File: src/include/tprs_pkg.sv
// Constants, register map and state type for the reference clock switch.
// Assumes a 20 MHz register clock; all timing counts derive from it.
package tprs_pkg;

  // ----------------------------------------------------------------------
  // Timing
  // ----------------------------------------------------------------------
  localparam int MCLK_KHZ = 20000;
  // Transmit PLL reconfiguration time, in nanoseconds
  localparam int RECONFIG_TIME_NS = 10000;
  // Output clock relock time after the transmit reset pulse, in nanoseconds
  localparam int LOCK_TIME_NS = 50000;
  // Least times, so both round up
  localparam int RECONFIG_CYCLES =
    (RECONFIG_TIME_NS * MCLK_KHZ + 999999) / 1000000;
  localparam int LOCK_CYCLES = (LOCK_TIME_NS * MCLK_KHZ + 999999) / 1000000;
  localparam int CNT_W = 16;

  // ----------------------------------------------------------------------
  // Reference choice encoding
  // ----------------------------------------------------------------------
  localparam logic REF_PRIMARY = 1'b0;
  localparam logic REF_ALTERNATE = 1'b1;

  // ----------------------------------------------------------------------
  // Register map
  // ----------------------------------------------------------------------
  localparam int APB_ADDR_W = 12;
  localparam logic [11:0] CTRL_OFFSET = 12'h000;
  localparam logic [11:0] STATUS_OFFSET = 12'h004;
  localparam logic [11:0] COUNT_OFFSET = 12'h008;
  localparam logic [11:0] ID_OFFSET = 12'h00C;

  localparam int CTRL_ENABLE_BIT = 0;
  localparam logic CTRL_ENABLE_RESET = 1'b1;

  localparam int STAT_ACTIVE_BIT = 0;
  localparam int STAT_CAPTURED_BIT = 1;
  localparam int STAT_BUSY_BIT = 2;
  localparam int STAT_COMPLETE_BIT = 3;
  localparam int STAT_PENDING_BIT = 4;
  localparam int STAT_LOCKED_BIT = 5;

  // Arbitrary identification value
  localparam logic [31:0] ID_VALUE = 32'h5A5A_0001;
  localparam logic [31:0] ZERO_WORD = 32'h0000_0000;

  // ----------------------------------------------------------------------
  // Handshake states
  // ----------------------------------------------------------------------
  typedef enum logic [1:0] {
    SW_IDLE,
    SW_RECONFIG,
    SW_COMPLETE
  } tprs_state_t;

endpackage

File: src/rtl/tprs_pin_filter.sv
// Three-stage input filter for pins from outside the clock domain.
// A change passes once the second and third stages agree.
`timescale 1ns/1ns
`default_nettype none
module tprs_pin_filter #(
  parameter int WIDTH = 3
) (
  // Clock and reset
  input wire logic clk,
  input wire logic rstN,
  // Pins and filtered levels
  input wire logic [WIDTH-1:0] pinIn,
  output logic [WIDTH-1:0] pinOut
);

  if (WIDTH < 1) begin : gBadWidth
    $error("tprs_pin_filter: WIDTH must be at least 1");
  end

  genvar gi;
  generate
    for (gi = 0; gi < WIDTH; gi++) begin : gBit
      logic s1Reg;
      logic s2Reg;
      logic s3Reg;
      logic outReg;
      logic outNext;

      always_comb begin
        outNext = outReg;
        if (s2Reg == s3Reg) begin
          outNext = s3Reg;
        end
      end

      // First stage feeds only the second, to keep metastability contained
      always_ff @(posedge clk or negedge rstN) begin
        if (!rstN) begin
          s1Reg <= 1'b0;
          s2Reg <= 1'b0;
          s3Reg <= 1'b0;
          outReg <= 1'b0;
        end else begin
          s1Reg <= pinIn[gi];
          s2Reg <= s1Reg;
          s3Reg <= s2Reg;
          outReg <= outNext;
        end
      end

      assign pinOut[gi] = outReg;
    end
  endgenerate

endmodule
`default_nettype wire

File: src/rtl/tprs_refclk_switch.sv
// Transmit PLL reference clock switch with request/complete handshake.
// Assumes user logic drives choice, request and transmit reset as pins,
// and software reaches the registers over APB on mclk.
//
// Operation
// User supplies 148.5 and 148.35 MHz references
// User feeds same choice to reconfig controller
// Choice 0 primary, 1 alternate reference
// Request rising starts PLL reconfiguration
// User holds request high until finished
// Complete output high when reconfiguration finished
// User keeps choice stable during reconfiguration
// User drops request on seeing complete
// Switch applies only after transmit reset pulse
// Output clock locks to chosen reference
// Choice sampled at request rise is used
// Complete held until request falls
`timescale 1ns/1ns
`default_nettype none
module tprs_refclk_switch
  import tprs_pkg::*;
#(
  parameter int RECONFIG_COUNT = RECONFIG_CYCLES,
  parameter int LOCK_COUNT = LOCK_CYCLES
) (
  // Clock and reset
  input wire logic mclk,
  input wire logic resetn,
  // APB slave
  input wire logic [APB_ADDR_W-1:0] paddr,
  input wire logic psel,
  input wire logic penable,
  input wire logic pwrite,
  input wire logic [31:0] pwdata,
  input wire logic [3:0] pstrb,
  output logic pready,
  output logic [31:0] prdata,
  output logic pslverr,
  // User handshake pins
  input wire logic pllClockChoice,
  input wire logic switchRequest,
  input wire logic txReset,
  output logic switchComplete,
  // Transceiver side
  output logic pllRefSelect,
  output logic pllReconfigBusy,
  output logic txClkLocked
);

  if (RECONFIG_COUNT < 1 ||
      RECONFIG_COUNT >= (1 << CNT_W)) begin : gBadReconfig
    $error("tprs_refclk_switch: RECONFIG_COUNT out of range");
  end
  if (LOCK_COUNT < 1 || LOCK_COUNT >= (1 << CNT_W)) begin : gBadLock
    $error("tprs_refclk_switch: LOCK_COUNT out of range");
  end

  localparam logic [CNT_W-1:0] RECONFIG_LOAD = CNT_W'(RECONFIG_COUNT - 1);
  localparam logic [CNT_W-1:0] LOCK_LOAD = CNT_W'(LOCK_COUNT - 1);
  localparam logic [CNT_W-1:0] CNT_ZERO = 16'h0000;
  localparam logic [CNT_W-1:0] CNT_ONE = 16'h0001;

  // ----------------------------------------------------------------------
  // Reset release
  // ----------------------------------------------------------------------
  logic rstSync1Reg;
  logic rstNReg;

  always_ff @(posedge mclk or negedge resetn) begin
    if (!resetn) begin
      rstSync1Reg <= 1'b0;
      rstNReg <= 1'b0;
    end else begin
      rstSync1Reg <= 1'b1;
      rstNReg <= rstSync1Reg;
    end
  end

  // ----------------------------------------------------------------------
  // Pin inputs
  // ----------------------------------------------------------------------
  logic [2:0] pinFiltered;
  logic choiceF;
  logic requestF;
  logic txResetF;

  tprs_pin_filter #(
    .WIDTH(3)
  ) uPinFilter (
    .clk(mclk),
    .rstN(rstNReg),
    .pinIn({txReset, switchRequest, pllClockChoice}),
    .pinOut(pinFiltered)
  );

  assign choiceF = pinFiltered[0];
  assign requestF = pinFiltered[1];
  assign txResetF = pinFiltered[2];

  // ----------------------------------------------------------------------
  // Register decode
  // ----------------------------------------------------------------------
  function automatic logic regHit(input logic [APB_ADDR_W-1:0] a);
    regHit = (a == CTRL_OFFSET) || (a == STATUS_OFFSET) ||
             (a == COUNT_OFFSET) || (a == ID_OFFSET);
  endfunction

  // ----------------------------------------------------------------------
  // Handshake sequencer
  // ----------------------------------------------------------------------
  tprs_state_t stateReg;
  tprs_state_t stateNext;
  logic [CNT_W-1:0] cntReg;
  logic [CNT_W-1:0] cntNext;
  logic capturedSelReg;
  logic capturedSelNext;
  logic completeReg;
  logic completeNext;
  logic busyReg;
  logic busyNext;
  logic requestPrevReg;
  logic requestRise;
  logic finishPulse;
  logic enableReg;

  assign requestRise = requestF && !requestPrevReg;

  always_comb begin
    stateNext = stateReg;
    cntNext = cntReg;
    capturedSelNext = capturedSelReg;
    completeNext = completeReg;
    busyNext = busyReg;
    finishPulse = 1'b0;
    case (stateReg)
      SW_IDLE: begin
        // Disabled block ignores requests; the handshake then stalls
        if (requestRise && enableReg) begin
          capturedSelNext = choiceF;
          cntNext = RECONFIG_LOAD;
          busyNext = 1'b1;
          stateNext = SW_RECONFIG;
        end
      end
      SW_RECONFIG: begin
        if (cntReg == CNT_ZERO) begin
          busyNext = 1'b0;
          completeNext = 1'b1;
          finishPulse = 1'b1;
          stateNext = SW_COMPLETE;
        end else begin
          cntNext = cntReg - CNT_ONE;
        end
      end
      SW_COMPLETE: begin
        if (!requestF) begin
          completeNext = 1'b0;
          stateNext = SW_IDLE;
        end
      end
      default: begin
        busyNext = 1'b0;
        completeNext = 1'b0;
        stateNext = SW_IDLE;
      end
    endcase
  end

  always_ff @(posedge mclk or negedge rstNReg) begin
    if (!rstNReg) begin
      stateReg <= SW_IDLE;
      cntReg <= CNT_ZERO;
      capturedSelReg <= REF_PRIMARY;
      completeReg <= 1'b0;
      busyReg <= 1'b0;
      requestPrevReg <= 1'b0;
    end else begin
      stateReg <= stateNext;
      cntReg <= cntNext;
      capturedSelReg <= capturedSelNext;
      completeReg <= completeNext;
      busyReg <= busyNext;
      requestPrevReg <= requestF;
    end
  end

  // ----------------------------------------------------------------------
  // Apply on transmit reset pulse and relock
  // ----------------------------------------------------------------------
  logic pendingReg;
  logic pendingNext;
  logic armedReg;
  logic armedNext;
  logic activeSelReg;
  logic activeSelNext;
  logic txResetPrevReg;
  logic [CNT_W-1:0] lockCntReg;
  logic [CNT_W-1:0] lockCntNext;
  logic lockedReg;
  logic lockedNext;
  logic [CNT_W-1:0] switchCountReg;
  logic [CNT_W-1:0] switchCountNext;
  logic txResetRise;
  logic txResetFall;

  assign txResetRise = txResetF && !txResetPrevReg;
  assign txResetFall = !txResetF && txResetPrevReg;

  always_comb begin
    pendingNext = pendingReg;
    armedNext = armedReg;
    activeSelNext = activeSelReg;
    lockCntNext = lockCntReg;
    lockedNext = lockedReg;
    switchCountNext = switchCountReg;
    // Only a rise seen after completion counts as the finishing pulse
    if (pendingReg && txResetRise) begin
      armedNext = 1'b1;
    end
    if (txResetF) begin
      lockedNext = 1'b0;
      lockCntNext = LOCK_LOAD;
    end else if (txResetFall) begin
      lockedNext = 1'b0;
      lockCntNext = LOCK_LOAD;
      if (armedReg) begin
        activeSelNext = capturedSelReg;
        pendingNext = 1'b0;
        armedNext = 1'b0;
        switchCountNext = switchCountReg + CNT_ONE;
      end
    end else if (!lockedReg) begin
      if (lockCntReg == CNT_ZERO) begin
        lockedNext = 1'b1;
      end else begin
        lockCntNext = lockCntReg - CNT_ONE;
      end
    end
    // A finish in the same cycle as an apply keeps the new switch pending
    if (finishPulse) begin
      pendingNext = 1'b1;
      armedNext = 1'b0;
    end
  end

  always_ff @(posedge mclk or negedge rstNReg) begin
    if (!rstNReg) begin
      pendingReg <= 1'b0;
      armedReg <= 1'b0;
      activeSelReg <= REF_PRIMARY;
      txResetPrevReg <= 1'b0;
      lockCntReg <= LOCK_LOAD;
      lockedReg <= 1'b0;
      switchCountReg <= CNT_ZERO;
    end else begin
      pendingReg <= pendingNext;
      armedReg <= armedNext;
      activeSelReg <= activeSelNext;
      txResetPrevReg <= txResetF;
      lockCntReg <= lockCntNext;
      lockedReg <= lockedNext;
      switchCountReg <= switchCountNext;
    end
  end

  // ----------------------------------------------------------------------
  // APB slave
  // ----------------------------------------------------------------------
  logic preadyReg;
  logic preadyNext;
  logic [31:0] prdataReg;
  logic [31:0] prdataNext;
  logic pslverrReg;
  logic pslverrNext;
  logic enableNext;
  logic apbSetup;
  logic apbAccess;
  logic [31:0] statusWord;

  // Read data is sampled in the setup cycle, one cycle before it is seen
  assign apbSetup = psel && !penable;
  assign apbAccess = psel && penable && preadyReg;

  always_comb begin
    statusWord = ZERO_WORD;
    statusWord[STAT_ACTIVE_BIT] = activeSelReg;
    statusWord[STAT_CAPTURED_BIT] = capturedSelReg;
    statusWord[STAT_BUSY_BIT] = busyReg;
    statusWord[STAT_COMPLETE_BIT] = completeReg;
    statusWord[STAT_PENDING_BIT] = pendingReg;
    statusWord[STAT_LOCKED_BIT] = lockedReg;
  end

  always_comb begin
    preadyNext = apbSetup;
    pslverrNext = apbSetup && !regHit(paddr);
    prdataNext = ZERO_WORD;
    enableNext = enableReg;
    if (apbSetup && !pwrite) begin
      case (paddr)
        CTRL_OFFSET: prdataNext[CTRL_ENABLE_BIT] = enableReg;
        STATUS_OFFSET: prdataNext = statusWord;
        COUNT_OFFSET: prdataNext = {16'h0000, switchCountReg};
        ID_OFFSET: prdataNext = ID_VALUE;
        default: prdataNext = ZERO_WORD;
      endcase
    end else if (apbAccess) begin
      prdataNext = prdataReg;
    end
    if (apbAccess && pwrite && (paddr == CTRL_OFFSET) && pstrb[0]) begin
      enableNext = pwdata[CTRL_ENABLE_BIT];
    end
  end

  always_ff @(posedge mclk or negedge rstNReg) begin
    if (!rstNReg) begin
      preadyReg <= 1'b0;
      prdataReg <= ZERO_WORD;
      pslverrReg <= 1'b0;
      enableReg <= CTRL_ENABLE_RESET;
    end else begin
      preadyReg <= preadyNext;
      prdataReg <= prdataNext;
      pslverrReg <= pslverrNext;
      enableReg <= enableNext;
    end
  end

  // ----------------------------------------------------------------------
  // Outputs
  // ----------------------------------------------------------------------
  assign pready = preadyReg;
  assign prdata = prdataReg;
  assign pslverr = pslverrReg;
  assign switchComplete = completeReg;
  assign pllRefSelect = activeSelReg;
  assign pllReconfigBusy = busyReg;
  assign txClkLocked = lockedReg;

endmodule
`default_nettype wire

File: config.mk
export PLATFORM = sky130hd
export DESIGN_NAME = tprs_refclk_switch
export DESIGN_NICKNAME = d
export VERILOG_FILES = /design/src/include/tprs_pkg.sv /design/src/rtl/tprs_pin_filter.sv /design/src/rtl/tprs_refclk_switch.sv
export SDC_FILE = /design/constraint.sdc
export NUM_CORES = 1
export LEC_CHECK = 0
export ABC_CLOCK_PERIOD_IN_PS = 4500
export BUFFER_PORTS_ARGS = -buffer_cell sky130_fd_sc_hd__buf_2
export CAP_MARGIN = 0
export CORE_MARGIN = 10
export CORE_UTILIZATION = 35
export CTS_CLUSTER_DIAMETER = 150
export DETAILED_ROUTE_END_ITERATION = 10
export GPL_ROUTABILITY_DRIVEN = 0
export GPL_TIMING_DRIVEN = 1
export PLACE_DENSITY = 0.63
export SLEW_MARGIN = 30
export SYNTH_ARGS = -nofsm -noshare
export SYNTH_HDL_FRONTEND = slang
export SYNTH_HIERARCHICAL = 1
export SYNTH_SLANG_ARGS = --single-unit
File: constraint.sdc
create_clock -name mclk -period 4.5 [get_ports mclk]
set_input_delay 0.9 -clock mclk [delete_from_list [all_inputs] [get_ports mclk]]
set_output_delay 0.9 -clock mclk [all_outputs]
set_load 0.005 [all_outputs]
Word level (Yosys, flattened, before mapping)
Index checks and enable logic that the tools add are counted.
{ "word_totals": {"regBits": 108, "input_bits": 56} }
{ "op_classes": {"addsub": 3, "eq_ne": 16, "mux": 36, "bitwise": 3, "n_reduce_logical": 37} }
{ "op_table": {"columns": ["op", "n"], "rows": [
  ["16-bit 2-to-1 mux", 6],
  ["30-bit case mux with 3 select lines", 1],
  ["32-bit 2-to-1 mux", 2],
  ["16-bit zero test", 2],
  ["16-bit case mux with 2 select lines", 1],
  ["16-bit by 1-bit subtractor with 16-bit output (second input constant)", 2],
  ["12-bit by 4-bit equality test with 1-bit output (second input constant)", 2],
  ["1-bit 2-to-1 mux", 19],
  ["3-bit AND reduction", 6],
  ["16-bit by 1-bit adder with 16-bit output (second input constant)", 1],
  ["1-bit logical AND", 13],
  ["12-bit by 3-bit equality test with 1-bit output (second input constant)", 1],
  ["12-bit zero test", 1],
  ["2-bit != test (second input constant)", 5],
  ["1-bit zero test", 6],
  ["2-bit 2-to-1 mux", 3],
  ["1-bit case mux with 3 select lines", 2],
  ["2-bit case mux with 3 select lines", 1],
  ["2-bit nonzero test", 3],
  ["1-bit case mux with 4 select lines", 1],
  ["2-bit AND reduction", 2],
  ["1-bit equality test", 3],
  ["1-bit logical OR", 3],
  ["3-bit by 1-bit != test with 1-bit output (second input constant)", 1],
  ["6 further kinds", 8]
]} }

Depth between registers and ports, before layout
{ "logic_depth": {"depth_word": 8, "depth_mapped": 7, "mapped_depth_nobuf": 6} }

By module
Netlist, hierarchy kept.
{ "by_module_without_submodules": {"columns": ["mod", "n_inst", "cells_per_inst", "area_each_um2"], "rows": [
  ["tprs_refclk_switch", 1, 387, 3965.1],
  ["tprs_pin_filter", 1, 18, 356.6]
]} }

Worst setup path before layout
No wires, ideal clock.
{ "synth_path": {"path_kind": "input -> register", "from": "input paddr[9]", "to": "register prdataReg[10], in the netlist prdata[10]", "arrival_ns": 2.038, "path_slack_ns": 2.396, "path_stages": 5, "n_path_buf": 1, "path_cell_list": "nor4_1 > nand4_1 > nor2b_1 > clkbuf_1 > a22o_1"} }
{ "synth_between": {"elab_chain_cells": 3, "elab_cells_between_ends": 5, "cone_classes": "3 x eq/ne; 2 x mux"} }
{ "synth_rtl": {"columns": ["element", "line_no", "text"], "rows": [
  ["start: declaration", "tprs_refclk_switch.sv:30", "input wire logic [APB_ADDR_W-1:0] paddr,"],
  ["12-bit by 4-bit equality test with 1-bit output or 12-bit by 3-bit equality test with 1-bit output (tied branches)", "tprs_refclk_switch.sv:300", "case (paddr)"],
  ["30-bit case mux with 3 select lines *", "tprs_refclk_switch.sv:300", null],
  ["32-bit 2-to-1 mux *", "tprs_refclk_switch.sv:299", "if (apbSetup && !pwrite) begin"],
  ["end signal: assignment", "tprs_refclk_switch.sv:323", "prdataReg <= prdataNext;"],
  ["end: declaration", "tprs_refclk_switch.sv:271", "logic [31:0] prdataReg;"]
]} }
Every way passes the cells marked *; elsewhere a longest branch is shown, timed or not.
A chain may end at the register's enable or synchronous reset.

Final worst setup path
{ "layout_path": {"from": "input paddr[9]", "to": "register prdataReg[8], in the netlist prdata[8]"} }
Same word-level chain as after synthesis.

==> impl_metrics.csv <==
group,metric,value,unit
clocking,h-tree-depth,3,
floorplanning,coreArea,12100,um^2
yosys,netlist_top_cells_area,"dfrtp_1 49%, dfstp_2 5.5%, nand2_1 3.7%, buf_4 3.1%, a21oi_1 2.3%",
timing,slew_headroom,0.543,
detailed_routing,drt-wirelength-per-cell,14.3,um
timing,fmax,0.432,GHz
global_route,grt_pass1_vias,3150,
outcome,status,"completed",
critical_path,reg2reg_to,"cntReg[14]$_DFFE_PN0P_",
floorplanning,die_h,131,um
detailed_routing,firstDrtPassIters,4,
yosys,ys_warn_count,6,
floorplanning,row_count,40,
timing,final_max_slew_viol_count,0,
yosys,ys_seq_area_frac,0.541,
cells_and_area,diodes,0,
clocking,clk_latency,0.35,ns
clocking,path_clk_slew,0.07,ns
yosys,synth.avg_cell_area,10.7,um^2
global_route,antenna_found_initial,0,
clocking,cts_hold_buf,0,
timing,fin_crit,2.31,ns
yosys,ys.flop_type,"dfrtp_1",
clocking,cts_root_buffer,"clkbuf_16",
global_route,grt_max_degree,53,
cells_and_area,multiInputGateArea,1780,um^2
timing,fin_setup_tns,0,ns
critical_path,start_kind,"input pin",
power,leakage,2.15,nW
timing,post-route-period-util,0.514,
cells_and_area,nets,504,
detailed_routing,dr_total_vias,3104,
detailed_routing,viasPerCell,5.03,
timing,worst_pin_slew,0.686,ns
critical_path,crit_required,4.78,ns
placed_design,port_buffers,51,
cells_and_area,regArea,2340,um^2
floorplanning,die_area,17200,um^2
cells_and_area,final_cell_mix,"83 x dfrtp_1, 51 x buf_2, 43 x nand2_1",
critical_path,crit_fanout,10,
global_route,grt_pass1_wl,15300,um
cells_and_area,drive_gt1_frac,0.207,
power,power.density,335,nW/um^2
placed_design,dp_worst_setup_slack,1.82,ns
cells_and_area,fillCellCount,1187,
flow_run,drv_cap,0,
yosys,synth-edff-count,0,
floorplanning,fp.dieW,131,um
floorplanning,start_util,0.358,
global_route,grt-ovfl-total,0,
yosys,synth_cell_types,59,
timing,hold_viol_final,0,
yosys,synth_top_area_cell,"dfrtp_1",
placed_design,post-dp-hpwl,6180,um
detailed_routing,wirelength,8840,um
critical_path,rrSetupSlack,2.41,ns
timing,setup_viol,0,
yosys,ys_ff_latch,93,
clocking,clock_sinks,93,
critical_path,path_class,"input pin to register",
clocking,post_cts_buffers,0,
cells_and_area,area_growth,13.9,%
detailed_routing,postRouteAntennaNets,0,
global_route,gr-usage-all-layers,0.104,
timing,whs,0.316,ns
timing,rsz0062_at_grt,"no",
yosys,async_flop_share,1.00,
critical_path,critPathArrivalTime,2.59,ns
floorplanning,ios,94,
cells_and_area,layout_commonest_cell,"dfrtp_1",
critical_path,r2r_start,"cntReg[0]$_DFFE_PN0P_",
clocking,numCtsBuffers,9,
critical_path,worstSetupEndpointType,"register",
yosys,synth_cells,405,
yosys,netlist_area,4320,um^2
yosys,synth.top_cell.area_share,0.486,
critical_path,r2r_cells,6,
clocking,ctsResizeCount,0,
timing,fin_worst_skew,0.00796,ns
clocking,cts_tree,"built",
clocking,cts_max_path_buffers,2,
power,ir_drop,166,uV
timing,fin_ws,2.19,ns
detailed_routing,drc_errors,0,
hold_path,hold_path.class,"register to async pin",
detailed_routing,drt-initial-drc-count,260,
-- worst max-delay path, cell delays in order --
cell     delay [ns]
buf_2          0.09
nor4_1         0.35
nand4_1        0.37
nor2b_1        0.65
a22o_1         0.23
-- routing by layer --
layer / vias up / GRT usage / part of all wire
li1: 1522 / - / -
met1: 1523 / 0.131 / 0.46
met2: 49 / 0.168 / 0.49
met3: 10 / 0.0297 / 0.040
met4: 0 / 0.0331 / 0.013
met5: - / 0 / 0
-- final cells by class --
cell class                      count  share of cell area
Timing Repair Buffer               52              0.0534
Tap cell                          168              0.0427
Sequential cell                    93               0.476
Clock inverter                      7              0.0140
Clock buffer                        9              0.0457
Inverter                            8             0.00610
Multi-Input combinational cell    280               0.362
-- how the worst max path moves through the flow --
stage,from,endpoint,slack [ns],cells after the start
6_report,paddr[9],prdata[8]$_DFFE_PN0P_,2.19,5
3_5_place_dp,paddr[1],prdata[15]$_DFFE_PN0P_,1.82,5
5_1_grt,paddr[9],prdata[14]$_DFFE_PN0P_,1.96,5
4_1_cts,paddr[1],prdata[14]$_DFFE_PN0P_,2.19,5
2_1_floorplan,rstNReg$_DFF_PN0_,armedReg$_DFF_PN0_,1.73,0
3_3_place_gp,paddr[9],prdata[15]$_DFFE_PN0P_,1.85,5
-- power by group --
group	internal (mW)	total [mW]	leakage [nW]	switching [mW]
combinational	0.0169	0.0449	0.838	0.0280
sequential	0.849	0.865	1.18	0.0151
clock	0.388	0.742	0.137	0.354
total	1.25	1.65	2.15	0.397
-- flip-flops by register name, summed over array words and instances, names as in the netlist, 2 cells and up --
name	flops
uPinFilter/gBit.s1Reg	3
uPinFilter/gBit.outReg	3
stateReg	2
prdata	17
lockCntReg	16
switchCountReg	16
uPinFilter/gBit.s3Reg	3
cntReg	16
uPinFilter/gBit.s2Reg	3
-- Yosys cell counts, types with 3 or more instances --
cell type	instances
a21oi_1	20
a22o_1	11
a22oi_1	6
and3_1	3
buf_2	3
buf_4	18
clkbuf_1	9
dfrtp_1	84
dfstp_2	9
ha_1	4
inv_1	8
maj3_2	3
mux2i_1	10
nand2_1	43
nand2b_1	5
nand3_1	14
nand4_1	7
nor2_1	20
nor2b_1	7
nor3_1	3
nor4_1	13
o21ai_0	19
o21ai_1	3
o31ai_1	9
or3_1	11
or4_1	8
xnor2_1	11
xor2_1	4
-- cells by family after synthesis --
logic type      count (synthesis)  synth area share
simple gates                  156             0.202
flops                          93             0.541
compound gates                 82             0.127
buf+inv                        39            0.0521
xor+xnor                       15            0.0304
mux                            11            0.0258
fa+ha+maj                       7            0.0194
other cells                     2           0.00174
-- stage by stage --
| stage | std cells | utilization | instance area (um^2) | power, mW |
|---|---|---|---|---|
| finish | 617 | 0.408 | 4920 | 1.65 |
| global route | 617 | 0.408 | 4920 | 1.73 |
| CTS | 617 | 0.408 | 4920 | 1.68 |
| detailed placement | 601 | 0.384 | 4630 | 0.927 |
| global placement | 601 | 0.384 | 4630 | 0.925 |
| floorplan | 412 | - | 4350 | 0.912 |
Note: power is estimated with default switching activity, not from simulation.
